File: config.mk
export PLATFORM = sky130hd
export DESIGN_NAME = ttu_top
export DESIGN_NICKNAME = d
export VERILOG_FILES = /design/src/logic/ttu_pkg.sv /design/src/logic/ttu_counter.sv /design/src/logic/ttu_top.sv
export SDC_FILE = /design/constraint.sdc
export NUM_CORES = 1
export LEC_CHECK = 0
export ABC_AREA = 1
export ABC_CLOCK_PERIOD_IN_PS = 1900
export BUFFER_PORTS_ARGS = -buffer_cell sky130_fd_sc_hd__buf_2
export CORE_MARGIN = 2
export CORE_UTILIZATION = 30
export DETAILED_ROUTE_END_ITERATION = 10
export PLACE_DENSITY = 0.5
export SYNTH_ARGS = -nofsm -noshare
export SYNTH_HDL_FRONTEND = slang
export SYNTH_SLANG_ARGS = --single-unit
File: constraint.sdc
create_clock -name REF_CLK -period 1.9 [get_ports REF_CLK]
set_clock_uncertainty 0.15 [all_clocks]
set_input_delay 0.38 -clock REF_CLK [delete_from_list [all_inputs] [get_ports REF_CLK]]
set_output_delay 0.38 -clock REF_CLK [all_outputs]
set_load 0.1 [all_outputs]
File: src/logic/ttu_pkg.sv
// package of constants for the three timer unit
package ttu_pkg;
    // ****************************************
    // register byte addresses
    // ****************************************
    localparam logic [7:0] ADDR_PRE_LATCH = 8'h00;
    localparam logic [7:0] ADDR_T1_LATCH  = 8'h04;
    localparam logic [7:0] ADDR_T2_LATCH  = 8'h08;
    localparam logic [7:0] ADDR_TX_LATCH  = 8'h0c;
    localparam logic [7:0] ADDR_TX_MODE   = 8'h10;
    localparam logic [7:0] ADDR_IRQ_STAT  = 8'h14;
    localparam logic [7:0] ADDR_IRQ_MASK  = 8'h18;
    localparam logic [7:0] ADDR_PRE_CNT   = 8'h1c;
    localparam logic [7:0] ADDR_T1_CNT    = 8'h20;
    localparam logic [7:0] ADDR_T2_CNT    = 8'h24;
    localparam logic [7:0] ADDR_TX_CNT    = 8'h28;
    // ****************************************
    // mode register fields
    // ****************************************
    localparam int MODE_LSB  = 0;
    localparam int SRC_BIT   = 2;
    localparam int EDGE_BIT  = 3;
    localparam int STOP_BIT  = 4;
    localparam logic [1:0] MODE_TIMER = 2'h0;
    localparam logic [1:0] MODE_PULSE = 2'h1;
    localparam logic [1:0] MODE_EVENT = 2'h2;
    localparam logic [1:0] MODE_WIDTH = 2'h3;
    // ****************************************
    // status bit positions and reset values
    // ****************************************
    localparam int IRQ_T1 = 0;
    localparam int IRQ_T2 = 1;
    localparam int IRQ_TX = 2;
    localparam int IRQ_EV = 3;
    localparam logic [7:0] RST_PRE_LATCH = 8'hff;
    localparam logic [7:0] RST_T1_LATCH  = 8'h01;
    localparam logic [7:0] RST_T2_LATCH  = 8'hff;
    localparam logic [7:0] RST_TX_LATCH  = 8'hff;
    localparam logic [4:0] RST_TX_MODE   = 5'h10;
    // ****************************************
    // timing: oscillator input = REF_CLK, divided by sixteen
    // ****************************************
    localparam int OSC_DIV   = 16;
    localparam int FAST_DIV  = 2;
endpackage

File: src/logic/ttu_counter.sv
// reloadable 8-bit down-counter with underflow pulse
`timescale 1ns/100ps
`default_nettype none
module ttu_counter (
    input  wire logic       clk,
    input  wire logic       rst_n,
    input  wire logic       cnt_en,
    input  wire logic [7:0] latch,
    output logic      [7:0] value,
    output logic            underflow
);
    logic [7:0] cnt_ff;
    logic [7:0] nxt_cnt;

    always_comb begin
        nxt_cnt   = cnt_ff;
        underflow = 1'b0;
        if (cnt_en) begin
            if (cnt_ff == 8'h00) begin
                nxt_cnt   = latch;
                underflow = 1'b1;
            end else begin
                nxt_cnt = cnt_ff - 8'h01;
            end
        end
    end

    always_ff @(posedge clk or negedge rst_n) begin
        if (!rst_n) begin
            cnt_ff <= 8'hff;
        end else begin
            cnt_ff <= nxt_cnt;
        end
    end

    assign value = cnt_ff;
endmodule // ttu_counter
`default_nettype wire

File: src/logic/ttu_top.sv
// three timer unit: prescaler, two periodic timers, multi-mode timer, apb registers
// What this block does
// each counter divides its count pulses by latch value plus one
// counters count down; count pulse at zero underflows and reloads latch
// each timer underflow sets that timer's interrupt request bit; prescaler underflow sets none
// prescaler always counts oscillator input divided by sixteen
// both periodic timers always count the prescaler output
// multi-mode timer has timer, pulse, event, width modes
// timer mode counts the selected internal source
// pulse mode toggles event pin each time count reaches zero
// pulse output starts high for edge bit zero, low for one
// EVENT_PIN_OE sets the shared port pin as output whenever mode is pulse
// event mode counts rising edges, or falling with edge bit one
// width mode counts source while pin high, or low with bit one
// count stop bit one holds the count in every mode
// event pin synchronised, edges become single-cycle enables
`timescale 1ns/100ps
`default_nettype none
module ttu_top (
    input  wire logic        REF_CLK,
    input  wire logic        RSTN,
    input  wire logic        PSEL,
    input  wire logic        PENABLE,
    input  wire logic        PWRITE,
    input  wire logic [7:0]  PADDR,
    input  wire logic [31:0] PWDATA,
    output logic      [31:0] PRDATA,
    output logic             PREADY,
    output logic             PSLVERR,
    input  wire logic        EVENT_PIN_IN,
    output logic             EVENT_PIN_OUT,
    output logic             EVENT_PIN_OE,
    output logic             IRQ
);
    // ****************************************
    // state
    // ****************************************
    logic [7:0]  pre_latch_ff, nxt_pre_latch;
    logic [7:0]  t1_latch_ff,  nxt_t1_latch;
    logic [7:0]  t2_latch_ff,  nxt_t2_latch;
    logic [7:0]  tx_latch_ff,  nxt_tx_latch;
    logic [4:0]  tx_mode_ff,   nxt_tx_mode;
    logic [3:0]  stat_ff,      nxt_stat;
    logic [3:0]  mask_ff,      nxt_mask;
    logic [31:0] rdata_ff,     nxt_rdata;
    logic        slverr_ff,    nxt_slverr;
    logic [3:0]  osc_div_ff,   nxt_osc_div;
    logic        fast_div_ff,  nxt_fast_div;
    logic [2:0]  sync_ff,      nxt_sync;
    logic        pin_lvl_ff,   nxt_pin_lvl;
    logic        pulse_ff,     nxt_pulse;
    logic [1:0]  prev_mode_ff, nxt_prev_mode;

    logic        osc_tick, fast_tick, src_tick;
    logic        pre_uf, t1_uf, t2_uf, tx_uf;
    logic        tx_en, ev_edge, wr_en, rd_en, addr_ok;
    logic [7:0]  pre_val, t1_val, t2_val, tx_val;
    logic [1:0]  mode;
    logic        edge_sel, stop, src_sel;
    logic [3:0]  events;

    assign mode     = tx_mode_ff[ttu_pkg::MODE_LSB +: 2];
    assign src_sel  = tx_mode_ff[ttu_pkg::SRC_BIT];
    assign edge_sel = tx_mode_ff[ttu_pkg::EDGE_BIT];
    assign stop     = tx_mode_ff[ttu_pkg::STOP_BIT];

    // ****************************************
    // clock dividers: oscillator/16 and fast source
    // ****************************************
    always_comb begin
        nxt_osc_div  = osc_div_ff + 4'h1;
        osc_tick     = (osc_div_ff == 4'(ttu_pkg::OSC_DIV - 1));
        nxt_fast_div = ~fast_div_ff;
        fast_tick    = fast_div_ff == 1'(ttu_pkg::FAST_DIV - 1);
    end

    always_ff @(posedge REF_CLK or negedge RSTN) begin
        if (!RSTN) begin
            osc_div_ff  <= 4'h0;
            fast_div_ff <= 1'b0;
        end else begin
            osc_div_ff  <= nxt_osc_div;
            fast_div_ff <= nxt_fast_div;
        end
    end

    // ****************************************
    // event pin synchroniser and edge detection
    // ****************************************
    always_comb begin
        nxt_sync    = {sync_ff[1:0], EVENT_PIN_IN};
        nxt_pin_lvl = pin_lvl_ff;
        ev_edge     = 1'b0;
        // a level counts once the second and third stages agree
        if (sync_ff[1] == sync_ff[2]) begin
            nxt_pin_lvl = sync_ff[2];
            if (sync_ff[2] != pin_lvl_ff) begin
                ev_edge = (sync_ff[2] != edge_sel);
            end
        end
    end

    always_ff @(posedge REF_CLK or negedge RSTN) begin
        if (!RSTN) begin
            sync_ff    <= 3'h0;
            pin_lvl_ff <= 1'b0;
        end else begin
            sync_ff    <= nxt_sync;
            pin_lvl_ff <= nxt_pin_lvl;
        end
    end

    // ****************************************
    // counters
    // ****************************************
    // fast source is REF_CLK/2, else prescaler underflow
    assign src_tick = src_sel ? fast_tick : pre_uf;

    always_comb begin
        tx_en = 1'b0;
        case (mode)
            ttu_pkg::MODE_TIMER: tx_en = src_tick;
            ttu_pkg::MODE_PULSE: tx_en = src_tick;
            ttu_pkg::MODE_EVENT: tx_en = ev_edge;
            ttu_pkg::MODE_WIDTH: tx_en = src_tick && (pin_lvl_ff != edge_sel);
            default:             tx_en = 1'b0;
        endcase
        if (stop) begin
            tx_en = 1'b0;
        end
    end

    ttu_counter u_pre (
        .clk       (REF_CLK),
        .rst_n     (RSTN),
        .cnt_en    (osc_tick),
        .latch     (pre_latch_ff),
        .value     (pre_val),
        .underflow (pre_uf)
    );

    ttu_counter u_t1 (
        .clk       (REF_CLK),
        .rst_n     (RSTN),
        .cnt_en    (pre_uf),
        .latch     (t1_latch_ff),
        .value     (t1_val),
        .underflow (t1_uf)
    );

    ttu_counter u_t2 (
        .clk       (REF_CLK),
        .rst_n     (RSTN),
        .cnt_en    (pre_uf),
        .latch     (t2_latch_ff),
        .value     (t2_val),
        .underflow (t2_uf)
    );

    ttu_counter u_tx (
        .clk       (REF_CLK),
        .rst_n     (RSTN),
        .cnt_en    (tx_en),
        .latch     (tx_latch_ff),
        .value     (tx_val),
        .underflow (tx_uf)
    );

    // ****************************************
    // pulse output
    // ****************************************
    always_comb begin
        nxt_prev_mode = mode;
        nxt_pulse     = pulse_ff;
        if (mode != ttu_pkg::MODE_PULSE || prev_mode_ff != ttu_pkg::MODE_PULSE) begin
            nxt_pulse = ~edge_sel;
        end else if (tx_en && tx_val == 8'h01) begin
            nxt_pulse = ~pulse_ff;
        end
    end

    always_ff @(posedge REF_CLK or negedge RSTN) begin
        if (!RSTN) begin
            pulse_ff     <= 1'b1;
            prev_mode_ff <= ttu_pkg::MODE_TIMER;
        end else begin
            pulse_ff     <= nxt_pulse;
            prev_mode_ff <= nxt_prev_mode;
        end
    end
    // pin direction is driven here from the mode: output only in pulse mode
    assign EVENT_PIN_OE  = (mode == ttu_pkg::MODE_PULSE);
    assign EVENT_PIN_OUT = pulse_ff;

    // ****************************************
    // apb slave and interrupts
    // ****************************************
    assign wr_en  = PSEL && PENABLE && PWRITE;
    assign rd_en  = PSEL && !PENABLE && !PWRITE;
    assign events = {ev_edge && (mode == ttu_pkg::MODE_EVENT), tx_uf, t2_uf, t1_uf};

    always_comb begin
        case (PADDR)
            ttu_pkg::ADDR_PRE_LATCH, ttu_pkg::ADDR_T1_LATCH, ttu_pkg::ADDR_T2_LATCH,
            ttu_pkg::ADDR_TX_LATCH, ttu_pkg::ADDR_TX_MODE, ttu_pkg::ADDR_IRQ_STAT,
            ttu_pkg::ADDR_IRQ_MASK, ttu_pkg::ADDR_PRE_CNT, ttu_pkg::ADDR_T1_CNT,
            ttu_pkg::ADDR_T2_CNT, ttu_pkg::ADDR_TX_CNT: addr_ok = 1'b1;
            default: addr_ok = 1'b0;
        endcase
    end

    // ****************************************
    // register writes and status
    // ****************************************
    always_comb begin
        nxt_pre_latch = pre_latch_ff;
        nxt_t1_latch  = t1_latch_ff;
        nxt_t2_latch  = t2_latch_ff;
        nxt_tx_latch  = tx_latch_ff;
        nxt_tx_mode   = tx_mode_ff;
        nxt_mask      = mask_ff;
        nxt_stat      = stat_ff;
        // writing a latch leaves the running count alone
        if (wr_en) begin
            case (PADDR)
                ttu_pkg::ADDR_PRE_LATCH: nxt_pre_latch = PWDATA[7:0];
                ttu_pkg::ADDR_T1_LATCH:  nxt_t1_latch  = PWDATA[7:0];
                ttu_pkg::ADDR_T2_LATCH:  nxt_t2_latch  = PWDATA[7:0];
                ttu_pkg::ADDR_TX_LATCH:  nxt_tx_latch  = PWDATA[7:0];
                ttu_pkg::ADDR_TX_MODE:   nxt_tx_mode   = PWDATA[4:0];
                ttu_pkg::ADDR_IRQ_STAT:  nxt_stat      = stat_ff & ~PWDATA[3:0];
                ttu_pkg::ADDR_IRQ_MASK:  nxt_mask      = PWDATA[3:0];
                default:                 nxt_stat      = stat_ff;
            endcase
        end
        // write one clears; an event in the same cycle wins
        nxt_stat = nxt_stat | events;
    end

    always_ff @(posedge REF_CLK or negedge RSTN) begin
        if (!RSTN) begin
            pre_latch_ff <= ttu_pkg::RST_PRE_LATCH;
            t1_latch_ff  <= ttu_pkg::RST_T1_LATCH;
            t2_latch_ff  <= ttu_pkg::RST_T2_LATCH;
            tx_latch_ff  <= ttu_pkg::RST_TX_LATCH;
            tx_mode_ff   <= ttu_pkg::RST_TX_MODE;
            stat_ff      <= 4'h0;
            mask_ff      <= 4'h0;
        end else begin
            pre_latch_ff <= nxt_pre_latch;
            t1_latch_ff  <= nxt_t1_latch;
            t2_latch_ff  <= nxt_t2_latch;
            tx_latch_ff  <= nxt_tx_latch;
            tx_mode_ff   <= nxt_tx_mode;
            stat_ff      <= nxt_stat;
            mask_ff      <= nxt_mask;
        end
    end

    // ****************************************
    // read path
    // ****************************************
    always_comb begin
        nxt_rdata  = rdata_ff;
        nxt_slverr = slverr_ff;
        if (rd_en) begin
            case (PADDR)
                ttu_pkg::ADDR_PRE_LATCH: nxt_rdata = {24'h000000, pre_latch_ff};
                ttu_pkg::ADDR_T1_LATCH:  nxt_rdata = {24'h000000, t1_latch_ff};
                ttu_pkg::ADDR_T2_LATCH:  nxt_rdata = {24'h000000, t2_latch_ff};
                ttu_pkg::ADDR_TX_LATCH:  nxt_rdata = {24'h000000, tx_latch_ff};
                ttu_pkg::ADDR_TX_MODE:   nxt_rdata = {27'h0000000, tx_mode_ff};
                ttu_pkg::ADDR_IRQ_STAT:  nxt_rdata = {28'h0000000, stat_ff};
                ttu_pkg::ADDR_IRQ_MASK:  nxt_rdata = {28'h0000000, mask_ff};
                ttu_pkg::ADDR_PRE_CNT:   nxt_rdata = {24'h000000, pre_val};
                ttu_pkg::ADDR_T1_CNT:    nxt_rdata = {24'h000000, t1_val};
                ttu_pkg::ADDR_T2_CNT:    nxt_rdata = {24'h000000, t2_val};
                ttu_pkg::ADDR_TX_CNT:    nxt_rdata = {24'h000000, tx_val};
                default:                 nxt_rdata = 32'h00000000;
            endcase
        end
        // error flag is taken in the setup cycle, shown in the access phase
        if (PSEL && !PENABLE) begin
            nxt_slverr = !addr_ok;
        end
    end

    always_ff @(posedge REF_CLK or negedge RSTN) begin
        if (!RSTN) begin
            rdata_ff  <= 32'h00000000;
            slverr_ff <= 1'b0;
        end else begin
            rdata_ff  <= nxt_rdata;
            slverr_ff <= nxt_slverr;
        end
    end

    assign PRDATA  = rdata_ff;
    assign PREADY  = 1'b1;
    assign PSLVERR = slverr_ff && PSEL && PENABLE;
    assign IRQ     = |(stat_ff & mask_ff);
endmodule // ttu_top
`default_nettype wire

==> results.tsv, run 1 <==
stage	metric	value	unit
routing	final wirelength	15.7	mm
floorplanning	Die X	142	um
power	Pleak	3.17	nW
cts	clock sink count	98	
cts	total setup buffers inserted after CTS	0	
worst_setup_path	CP max-delay cell	dfstp_2	
synthesis	YS warnings	0	
worst_setup_path	critical path required time	1.37	ns
timing	final hold vios	0	
global_routing	initial antenna violation count	0	
finish	Fillers	1973	
timing	RSZ-0062 raised after global routing	yes	
floorplanning	Starting Density	30.5	%
synthesis	Mapped Area	5710	um2
worst_setup_path	Crit path buffers/inverters	1	
worst_setup_path	Crit Path Max Fanout	3	
cts	Clock Tree Buf Depth	2	
worst_setup_path	CP delay by family, top	flip-flops	
cts	CTS clk-pin slew, worst paths	0.07	ns
synthesis	largest cells by area after synthesis	dfstp_2 27%, dfrtp_1 17%, nand2_1 15%, o21ai_0 6.1%, inv_1 4.1%	
routing	drt first-iter violations	315	
timing	Final setup violation count	0	
global_routing	largest net degree at the start of global routing	48	
timing	final worst slack	0.0517	ns
worst_setup_path	crit start category	register	
routing	vias	4819	
timing	max-slew violations	0	
timing	Final period util	97.3	%
cts	clk_lat worst skew	0.35	ns
cts	CTS tree	done	
finish	number of diodes	0	
routing	DR WL/cell	15.1	um
hold_path	Hold WC Path Type	primary input to register	
synthesis	cell taking the most area after synthesis	dfstp_2	
cts	TritonCTS Buffers	9	
global_routing	first-pass GRT wire length	25.5	mm
worst_setup_path	Critical Path AT	1.32	ns
timing	Tmin final	1.85	ns
power	Max VDD drop	0.409	mV
floorplanning	die height	142	um
finish	Final nets	855	
worst_setup_path	worst-path cell chain	buf_2	
timing	Achievable Freq	541	MHz
global_routing	GRT Total Usage	16.6	%
floorplanning	Die Area	20100	um2
placed_design	buffers added on ports	33	
run_status	status	complete, no violations	
worst_setup_path	crit end category	output pin	
finish	Finished Layout Cells	1038	
worst_setup_path	reg-to-reg slack, setup	0.12	ns
placed_design	gpl congestion	0.865	
synthesis	#FFs+latches synth	98	
synthesis	post-synth top area share	27.2	%
placed_design	pre-CTS WS	-0.0693	ns
finish	share of layout cells above drive strength 1	25.5	%
routing	via/cell ratio	4.64	
placed_design	DP Cell Count	1019	
worst_setup_path	Worst path max stage delay	0.54	ns
floorplanning	row cnt	50	
synthesis	Mapped Cells	729	
synthesis	Avg Cell Area, Syn	7.83	um2
job	max-cap check violation count	0	
cts	CTS root buf	clkbuf_16	
routing	DR pass1 iterations	5	
floorplanning	area of the core	18700	um2
worst_setup_path	worst setup path class	register to output pin	
global_routing	vias in the first global route	4667	
cts	H-tree depth	3	
synthesis	Synth cell types	38	
routing	DR DRC count	0	
floorplanning	IO Pins	83	
routing	post-route antenna net violation count	0	
synthesis	register area share after synthesis	44.3	%
global_routing	Congestion Overflow GR	0	
placed_design	HPWL after detailed placement	12.0	mm
power	PwrDens	1030	nW/um2
finish	area growth from synthesis to layout	17.7	%
-- what timing repair did --
action / 4_1_cts / 5_1_grt
endpoints found under the setup margin: 8 / 23
hold endpoints to repair: 40 / 0
resized for setup: 2 / 15
pin swaps: 0 / 2
cloned: 0 / 1
hold buffers: 2 / 0
-- cells by family (layout without fill, tap and decap cells) --
group                      after synthesis  count (layout)  share of synthesized area (%)
AOI/OAI and AO/OA                      139             139                           12.8
xor gates and xnor gates                 9               9                           1.38
adders and majority gates               10              10                           2.19
buffers and inverters                  117             169                           10.0
DFF                                     98              98                           44.3
other                                    2              25                          0.132
and+or+nand+nor                        354             354                           29.2
-- cell usage after synthesis --
| cell | number |
|---|---|
| nor2_2 | 4 |
| ha_1 | 10 |
| nand2_4 | 3 |
| o22ai_1 | 4 |
| nand4_1 | 13 |
| inv_2 | 14 |
| nor2_1 | 47 |
| clkinv_2 | 1 |
| o31ai_1 | 1 |
| and3_1 | 2 |
| nand2_2 | 4 |
| o21ai_0 | 70 |
| o211ai_1 | 5 |
| o21bai_1 | 4 |
| nor3b_1 | 2 |
| conb_1 | 2 |
| o21ai_1 | 42 |
| buf_2 | 6 |
| buf_4 | 27 |
| inv_1 | 63 |
| a21oi_1 | 9 |
| nand2_1 | 222 |
| clkbuf_1 | 3 |
| a31oi_1 | 4 |
| nor2_8 | 3 |
| dfrtp_1 | 39 |
| buf_6 | 3 |
| nand3_1 | 30 |
| xnor2_1 | 1 |
| nor3_1 | 4 |
| nor3_2 | 1 |
| dfstp_2 | 59 |
| nand3_4 | 4 |
| nor2_4 | 8 |
| nand3_2 | 5 |
| nand3b_1 | 1 |
| or2_2 | 1 |
| xor2_1 | 8 |
-- area by class of cell --
class | count | area (um2) | share of cell area (%)
multi-input combinational | 537 | 2750 | 40.9
sequential | 98 | 2530 | 37.6
timing repair buffer | 74 | 542 | 8.06
inverter | 78 | 298 | 4.43
tap | 234 | 293 | 4.36
clock buffer | 11 | 243 | 3.61
clock inverter | 5 | 63.8 | 0.950
timing repair inverter | 1 | 6.26 | 0.0931
-- power by group --
part	switching, W	total [W]	internal [W]
Sequential	0.000227	0.00276	0.00253
Clock	0.000829	0.00189	0.00106
Combinational	0.00151	0.00224	0.000729
Total	0.00257	0.00689	0.00432
-- per-stage QoR --
stage | hold slack (ns) | TNS (ns) | total power [W] | util [%] | area, um2
final | 0.184 | 0 | 0.00689 | 35.9 | 6720
after CTS | 0.179 | 0 | 0.00689 | 35.6 | 6660
after global placement | 0.183 | -0.182 | 0.00496 | 33.8 | 6330
after detailed placement | 0.190 | -0.204 | 0.00497 | 33.8 | 6330
after floorplan | -0.0656 | 0 | 0.00438 | - | 5800
after global routing | 0.212 | -0.0409 | 0.00737 | 35.9 | 6720
-- final timing paths --
kind / from / to / depth (start not counted)
min: PENABLE / slverr_ff / 4
min in group asynchronous: RSTN / t1_latch_ff[1] / 3
max in group asynchronous: RSTN / u_pre.value[7] / 3
min reg2reg: sync_ff[0] / sync_ff[1] / 0
max reg2reg: u_pre.value[0] / u_tx.value[3] / 12
max: EVENT_PIN_OUT / EVENT_PIN_OUT / 1
-- layer usage --
layer | wire (um) | GRT usage, % | vias to the layer above
met5 | 0 | 0 | -
met4 | 200 | 5.00 | 0
met3 | 648 | 2.56 | 14
met2 | 7500 | 27.5 | 93
met1 | 7360 | 22.4 | 2262
li1 | - | - | 2450
-- registers in the layout (all words and copies together) (netlist names), 3 cells and up --
name,flops
pre_latch_ff,8
u_t2.value,8
t2_latch_ff,8
u_tx.value,8
PRDATA,8
tx_mode_ff,5
t1_latch_ff,8
u_t1.value,8
mask_ff,4
osc_div_ff,4
stat_ff,4
sync_ff,3
u_pre.value,8
tx_latch_ff,8
-- cells in the final DEF (no fill, tap or decap), types with 5 or more instances in the layout --
master / instances
xor2_1: 8
o21ai_1: 41
inv_2: 15
a21oi_1: 9
nand2_1: 219
nand3_4: 5
buf_2: 29
dfrtp_1: 39
o21ai_0: 69
conb_1: 25
nand2_2: 6
o211ai_1: 5
dfstp_2: 59
clkbuf_16: 9
nand3_1: 30
nand4_1: 13
buf_4: 38
ha_1: 9
nor2_4: 10
nor2_1: 45
inv_1: 62
No activity file was read; power rests on OpenSTA's default activity.
==> run 2, diff against run 1 <==
- ABC_AREA: 1 -> not set
- PLACE_DENSITY: 0.5 -> 0.49
==> run 2 against run 1 <==
Compared with the run above:
- the flow now finishes with violations (setup timing)
- hold slack better by 0.0011 ns
- worst setup slack worse by 0.45 ns
- cell count is 12% lower
- total power is 3.0% higher
- register-to-register slack worse by 0.52 ns
- via count is 0.75% lower
- sequential power is 3% higher
- maximum frequency is 20% lower
- design area is 12% higher
- highest routed layer unchanged
==> results.tsv, run 2 <==
stage	metric	value	unit	change
run_status	status	finished, violations left		
run_status	failing checks	setup timing		
floorplanning	die height	140	um	-1.2%
synthesis	XOR/XNOR share of the synthesized area	0.472	%	-0.91 points
worst_setup_path	Critical Path AT	2.44	ns	+1.12 ns
synthesis	most used flip-flop cell after synthesis	dfstp_2		
finish	Final nets	731		-15%
timing	Tmin final	2.30	ns	+0.454 ns
synthesis	largest family of logic cells by synthesized area	compound AO/OA/AOI/OAI gates		
worst_setup_path	Crit Path Max Fanout	2		-1
finish	most common cell after layout, fill and taps aside	buf_4		
synthesis	register area share after synthesis	45.4	%	+1.1 points
routing	vias	4783		-0.75%
finish	most frequent cells in the layout	87 x buf_4, 59 x dfstp_2, 45 x nand2_1, 39 x dfrtp_1, 30 x mux2_4		
floorplanning	Starting Density	30.8	%	+0.29 points
synthesis	largest cells by area after synthesis	dfstp_2 28%, dfrtp_1 18%, mux2_2 8.9%, o21ai_0 3.5%, buf_4 3.4%		
routing	DR WL/cell	19.8	um	+31%
floorplanning	Die Area	19700	um2	-2.3%
floorplanning	row cnt	49		-2.0%
routing	final wirelength	18.0	mm	+15%
synthesis	Synth cell types	68		+79%
timing	Final setup violation count	32		+32
global_routing	vias in the first global route	4709		+0.90%
timing	Achievable Freq	434	MHz	-20%
routing	DR DRC count	0		unchanged
finish	number of diodes	0		unchanged
timing	max-slew violations	0		unchanged
routing	drt first-iter violations	378		+20%
timing	final worst slack	-0.402	ns	-0.454 ns
global_routing	Congestion Overflow GR	0		unchanged
cts	H-tree depth	3		unchanged
timing	RSZ-0062 raised after global routing	yes		
worst_setup_path	worst setup path class	register to register		
placed_design	gpl congestion	0.851		-1.6%
timing	final hold vios	0		unchanged
floorplanning	Die X	140	um	-1.2%
global_routing	largest net degree at the start of global routing	99		+110%
floorplanning	area of the core	18100	um2	-3.3%
placed_design	DP Area	6870	um2	+8.5%
power	Max VDD drop	0.456	mV	+11%
synthesis	Synth top cells by count	59 x dfstp_2, 46 x nand2_1, 44 x mux2_2		
cts	Clock Tree Buf Depth	2		unchanged
finish	Final Util	41.8	%	+5.9 points
cts	clock sink count	98		unchanged
job	max-cap check violation count	0		unchanged
synthesis	post-synth top area share	27.8	%	+0.67 points
cts	CTS root buf	clkbuf_16		
synthesis	Post-Synth Simple-Gate Area	15.0	%	-14 points
synthesis	Avg Cell Area, Syn	10.2	um2	+30%
cts	CTS clk-pin slew, worst paths	0.08	ns	about the same
hold_path	Hold WC Path Type	primary input to register		
floorplanning	IO Pins	83		unchanged
global_routing	first-pass GRT wire length	27.8	mm	+8.8%
worst_setup_path	Worst path max stage delay	0.47	ns	-0.07 ns
worst_setup_path	crit end category	register		
timing	worst-margin pin slew	0.643	ns	
finish	share of layout cells above drive strength 1	47.1	%	+22 points
routing	post-route antenna net violation count	0		unchanged
cts	CTS tree	done		
routing	via/cell ratio	5.26		+13%
placed_design	HPWL after detailed placement	13.2	mm	+10%
worst_setup_path	critical path required time	2.04	ns	+0.67 ns
finish	Final Instance Area	7550	um2	+12%
global_routing	initial antenna violation count	0		unchanged
synthesis	Mapped Cells	547		-25%
worst_setup_path	CP max-delay cell	or4_1		
synthesis	Mapped Area	5570	um2	-2.4%
synthesis	Post-synth ARST share	100	%	unchanged
finish	area growth from synthesis to layout	35.6	%	
power	PwrDens	939	nW/um2	-8.4%
power	Pleak	3.20	nW	+1.0%
cts	clk_lat worst skew	0.36	ns	about the same
placed_design	buffers added on ports	33		unchanged
timing	Final period util	121	%	+24 points
synthesis	post-synthesis mux area share	13.4	%	+13 points
timing	Slew headroom	56.6	%	
routing	DR pass1 iterations	5		unchanged
worst_setup_path	crit start category	register		
synthesis	Post-synth EDFFs	0		unchanged
synthesis	Synth Area in Adders	2.43	%	+0.23 points
worst_setup_path	worst-path cell chain	inv_2, ha_4, or3b_4, o41ai_4, a21oi_4, or4_1, a31oi_1		
synthesis	most common cell in the synthesized netlist	dfstp_2		
worst_setup_path	CP delay by family, top	simple AND/OR/NAND/NOR gates		
synthesis	YS warnings	0		unchanged
synthesis	compound-gate portion of the synthesized area	17.0	%	+4.2 points
synthesis	cell taking the most area after synthesis	dfstp_2		
synthesis	#FFs+latches synth	98		unchanged
global_routing	GRT Total Usage	18.7	%	+2.1 points
cts	TritonCTS Buffers	9		unchanged
worst_setup_path	Crit path buffers/inverters	1		unchanged
[run 2: changes by cell type in the layout (fill, tap and decap cells not counted), sizes merged, moves of 25 or more]
cell   delta
nand2   -183
inv      -59
buf      +70
o21ai    -72
nor2     -25
mux2     +45
[run 2: cells by family after synthesis]
kind of cell	Yosys count
simple gates	163
compound gates	140
flops	98
buf+inv	66
mux	64
fa+ha+maj	11
xor+xnor	3
other cells	2
[run 2: tightest hold or removal path, stage by stage]
cell and delay [ns]:
buf_2 0.17, nand2_1 0.08, o21ai_0 0.07
[run 2: what timing repair did]
action / 4_1_cts / 5_1_grt
pin swaps: 5 / 12
setup buffers: 7 / 8
cloned: 1 / 0
hold buffers: 2 / 0
endpoints found under the hold margin: 40 / 0
setup endpoints to repair: 36 / 37
resized for setup: 16 / 48
[run 2: power breakdown]
group / internal (W) / switching (W) / total, W
Combinational: 0.000930 / 0.00141 / 0.00234
Sequential: 0.00249 / 0.000365 / 0.00285
Clock: 0.00103 / 0.000872 / 0.00190
Total: 0.00445 / 0.00265 / 0.00710
[run 2: layout make-up]
| cell class | count | area, um2 |
|---|---|---|
| timing repair buffer | 144 | 1210 |
| inverter | 16 | 60.1 |
| clock buffer | 9 | 225 |
| tap | 229 | 287 |
| sequential | 98 | 2530 |
| clock inverter | 7 | 73.8 |
| fill | 1707 | 10500 |
| multi-input combinational | 406 | 3170 |
[run 2: path summary, 6_finish.rpt]
path                                start             end  slack (ns)  cells past startpoint
setup / recovery           u_pre.value[1]   EVENT_PIN_OUT       -0.40                      7
hold / removal                  PWDATA[0]  t2_latch_ff[0]        0.19                      3
setup reg to reg           u_pre.value[1]   EVENT_PIN_OUT       -0.40                      7
hold reg to reg                sync_ff[0]      sync_ff[1]        0.20                      0
max in group asynchronous            RSTN   u_t1.value[5]        0.72                      3
min in group asynchronous            RSTN      sync_ff[0]        0.47                      3
[run 2: layer usage]
layer / wire length, um / GRT usage [%]
met3: 855 / 3.21
met5: 0 / 0
met1: 8250 / 25.6
met2: 8520 / 30.1
met4: 363 / 6.01
[run 2: metrics by stage]
step	power, W	cells	hold slack, ns	setup TNS, ns	setup WS (ns)
3_5_place_dp	0.00494	877	0.188	-14.52	-0.449
5_1_grt	0.00745	909	0.205	-9.93	-0.475
4_1_cts	0.00696	903	0.191	-8.68	-0.412
3_3_place_gp	0.00491	877	0.191	-14.19	-0.381
2_1_floorplan	0.00416	570	-0.0656	-13.04	-0.415
6_report	0.00710	909	0.185	-7.65	-0.402
==> run 3, diff against run 2 <==
- SLEW_MARGIN: not set -> 15
- SYNTH_HIERARCHICAL: not set -> 1
==> run 3 against run 2 <==
Compared with the run above:
- the run still ends with setup timing left
- critical endpoint is now stat_ff[2]
- flip-flop and latch count did not move
- design area rose by 8.2%
- utilization rose by 0.36 points
==> results.tsv, run 3 <==
stage	metric	value	unit	change
run_status	status	finished, violations left		
run_status	failing checks	setup timing		
worst_setup_path	Critical Path AT	3.57	ns	+1.13 ns
power	P_int	0.00514	W	+15%
synthesis	Mapped Cells	559		+2.2%
finish	most common cell after layout, fill and taps aside	buf_4		
finish	Final Instance Area	8170	um2	+8.2%
timing	final worst slack	-1.52	ns	-1.12 ns
timing	Final setup violation count	31		-3.1%
placed_design	HPWL after detailed placement	13.5	mm	+1.8%
worst_setup_path	Worst path max stage delay	0.38	ns	-0.09 ns
power	clock power share	24.3	%	-2.5 points
synthesis	Synth cell types	64		-5.9%
timing	RSZ-0062 raised after global routing	yes		
synthesis	Synth top cells by count	59 x dfstp_2, 46 x mux2_2, 39 x dfrtp_1		
floorplanning	Die X	144	um	+2.9%
routing	post-route antenna net violation count	0		unchanged
finish	number of diodes	0		unchanged
floorplanning	row cnt	51		+4.1%
worst_setup_path	Worst path depth	12		+5
timing	Slew headroom	57.6	%	+0.98 points
synthesis	Synth Area in Adders	2.08	%	-0.35 points
floorplanning	area of the core	19400	um2	+7.3%
hold_path	Hold WC Path Type	primary input to register		
global_routing	Congestion Overflow GR	0		unchanged
synthesis	largest cells by area after synthesis	dfstp_2 26%, dfrtp_1 17%, mux2_2 8.8%, buf_4 3.7%, mux2i_1 2.7%		
power	Sw Pwr	0.00323	W	+22%
synthesis	#FFs+latches synth	98		unchanged
timing	Final period util	180	%	+59 points
routing	drt first-iter violations	351		-7.1%
power	PwrDens	1020	nW/um2	+9.1%
worst_setup_path	crit end category	register		
global_routing	first-pass GRT wire length	29.4	mm	+6.1%
cts	clk_lat worst skew	0.36	ns	about the same
timing	Tmin final	3.42	ns	+1.12 ns
synthesis	largest family of logic cells by synthesized area	simple AND/OR/NAND/NOR gates		
timing	worst-margin pin slew	0.633	ns	-0.00967 ns
synthesis	Post-Synth Simple-Gate Area	17.6	%	+2.5 points
power	sequential power share	34.1	%	-6.1 points
synthesis	register area share after synthesis	42.8	%	-2.6 points
power	Sw Ratio	38.6	%	+1.3 points
worst_setup_path	critical path required time	2.06	ns	+0.02 ns
worst_setup_path	crit start category	register		
power	Max VDD drop	0.682	mV	+49%
worst_setup_path	CP delay by family, top	simple AND/OR/NAND/NOR gates		
worst_setup_path	worst-path cell chain	ha_2, and3_4, or3b_4, or3_4, nor3b_4, mux2i_1, a211oi_2, o21ba_2, or3b_4, or3_4, nor3b_2, a21o_1		
finish	area growth from synthesis to layout	38.4	%	
worst_setup_path	Crit Path Max Fanout	2		unchanged
cts	H-tree depth	3		unchanged
synthesis	Post-synth EDFFs	0		unchanged
synthesis	post-synthesis mux area share	13.4	%	-0.017 points
power	Pleak	3.36	nW	+5.1%
power	total power	0.00837	W	+18%
power	Comb power frac	41.6	%	+8.6 points
floorplanning	IO Pins	83		unchanged
routing	via/cell ratio	5.17		-1.8%
worst_setup_path	Crit path buffers/inverters	0		-1
placed_design	gpl congestion	0.874		+2.7%
cts	Clock Tree Buf Depth	2		unchanged
synthesis	XOR/XNOR share of the synthesized area	0.593	%	+0.12 points
worst_setup_path	CP Capture Point	stat_ff[2]		
global_routing	GRT Total Usage	18.6	%	-0.077 points
cts	TritonCTS Buffers	9		unchanged
worst_setup_path	CP startpoint	osc_div_ff[1]		
synthesis	cell taking the most area after synthesis	dfstp_2		
synthesis	post-synth top area share	26.3	%	-1.6 points
worst_setup_path	CP max-delay cell	or3b_4		
cts	CTS root buf	clkbuf_16		
floorplanning	Starting Density	30.4	%	-0.36 points
worst_setup_path	worst setup path class	register to register		
synthesis	most used flip-flop cell after synthesis	dfstp_2		
finish	Final Util	42.1	%	+0.36 points
global_routing	vias in the first global route	5257		+12%
synthesis	Post-synth ARST share	100	%	unchanged
worst_setup_path	reg-to-reg endpoint	stat_ff[2]		
global_routing	largest net degree at the start of global routing	60		-39%
finish	share of layout cells above drive strength 1	53.3	%	+6.3 points
cts	clock sink count	98		unchanged
synthesis	compound-gate portion of the synthesized area	15.6	%	-1.4 points
synthesis	Mapped Area	5900	um2	+6.0%
worst_setup_path	FF-to-FF path depth	12		+5
timing	final hold vios	0		unchanged
synthesis	most common cell in the synthesized netlist	dfstp_2		
routing	DR WL/cell	18.7	um	-5.5%
global_routing	initial antenna violation count	0		unchanged
finish	Final nets	768		+5.1%
floorplanning	die height	144	um	+2.9%
synthesis	Avg Cell Area, Syn	10.6	um2	+3.7%
placed_design	buffers added on ports	33		unchanged
job	max-cap check violation count	0		unchanged
hold_path	Hold Crit Depth	2		-1
routing	DR pass1 iterations	5		unchanged
worst_setup_path	reg-to-reg slack, setup	-1.52	ns	-1.12 ns
timing	max-slew violations	0		unchanged
placed_design	DP Area	7150	um2	+4.1%
cts	CTS tree	done		
routing	final wirelength	18.4	mm	+2.2%
routing	vias	5078		+6.2%
cts	CTS clk-pin slew, worst paths	0.07	ns	about the same
synthesis	YS warnings	6		+6
worst_setup_path	reg2reg start	osc_div_ff[1]		
routing	DR DRC count	0		unchanged
floorplanning	Die Area	20800	um2	+5.8%
timing	Achievable Freq	293	MHz	-33%
finish	most frequent cells in the layout	114 x buf_4, 59 x dfstp_2, 46 x mux2_2, 39 x dfrtp_1, 29 x inv_1		
-- run 3: final cells by class --
class,instances,area [um2]
multi-input combinational,399,3440
tap,265,332
inverter,35,135
timing repair buffer,170,1410
clock inverter,6,87.6
clock buffer,10,239
sequential,98,2530
fill,1889,11200
-- run 3: kinds of logic after synthesis --
logic type               after synthesis
AO/OA/AOI/OAI                        126
flip-flops                            98
buffers and inverters                 85
AND/OR/NAND/NOR                      167
adder cells (fa/ha/maj)               10
XOR/XNOR                               4
other                                  2
multiplexers                          67
-- run 3: how the worst min path moves through the flow --
stage	slack, ns	start	to
after floorplan	-0.07	RSTN	PRDATA[0]
after global placement	0.19	sync_ff[0]	sync_ff[1]
after detailed placement	0.19	sync_ff[0]	sync_ff[1]
after CTS	0.18	PWDATA[5]	t1_latch_ff[5]
after global routing	0.18	PWDATA[5]	t2_latch_ff[5]
final	0.19	PWDATA[5]	t1_latch_ff[5]
-- run 3: what timing repair did --
item                       in CTS  in global routing
setup endpoints to repair      49                 45
setup buffers                  21                  8
pin swaps                      29                 13
gates cloned                    3                  0
gates resized for setup        83                 21
hold buffers                    2                  0
hold endpoints to repair       40                  0
-- run 3: routing by layer --
| metal | vias to the layer above | GRT usage [%] | part of all wire, % |
|---|---|---|---|
| li1 | 2357 | - | - |
| met1 | 2597 | 24.7 | 45 |
| met2 | 109 | 30.9 | 49 |
| met3 | 15 | 4.77 | 4.7 |
| met4 | 0 | 3.63 | 1.0 |
| met5 | - | 0 | 0 |
-- run 3: per-stage QoR --
| stage | setup TNS (ns) | hold slack (ns) | worst slack [ns] | std cells |
|---|---|---|---|---|
| after global routing | -32.83 | 0.182 | -1.65 | 983 |
| after detailed placement | -40.26 | 0.195 | -1.54 | 942 |
| after CTS | -30.49 | 0.181 | -1.54 | 980 |
| final | -29.25 | 0.193 | -1.52 | 983 |
| after floorplan | -24.12 | -0.0656 | -1.44 | 582 |
| after global placement | -37.34 | 0.189 | -1.43 | 942 |
-- run 3: power groups by stage --
stage,clock network [W],logic (W),registers [W]
floorplan,0,0.00191,0.00285
global placement,0,0.00298,0.00284
detailed placement,0,0.00306,0.00285
CTS,0.00209,0.00333,0.00284
global route,0.00219,0.00377,0.00290
finish,0.00203,0.00349,0.00285
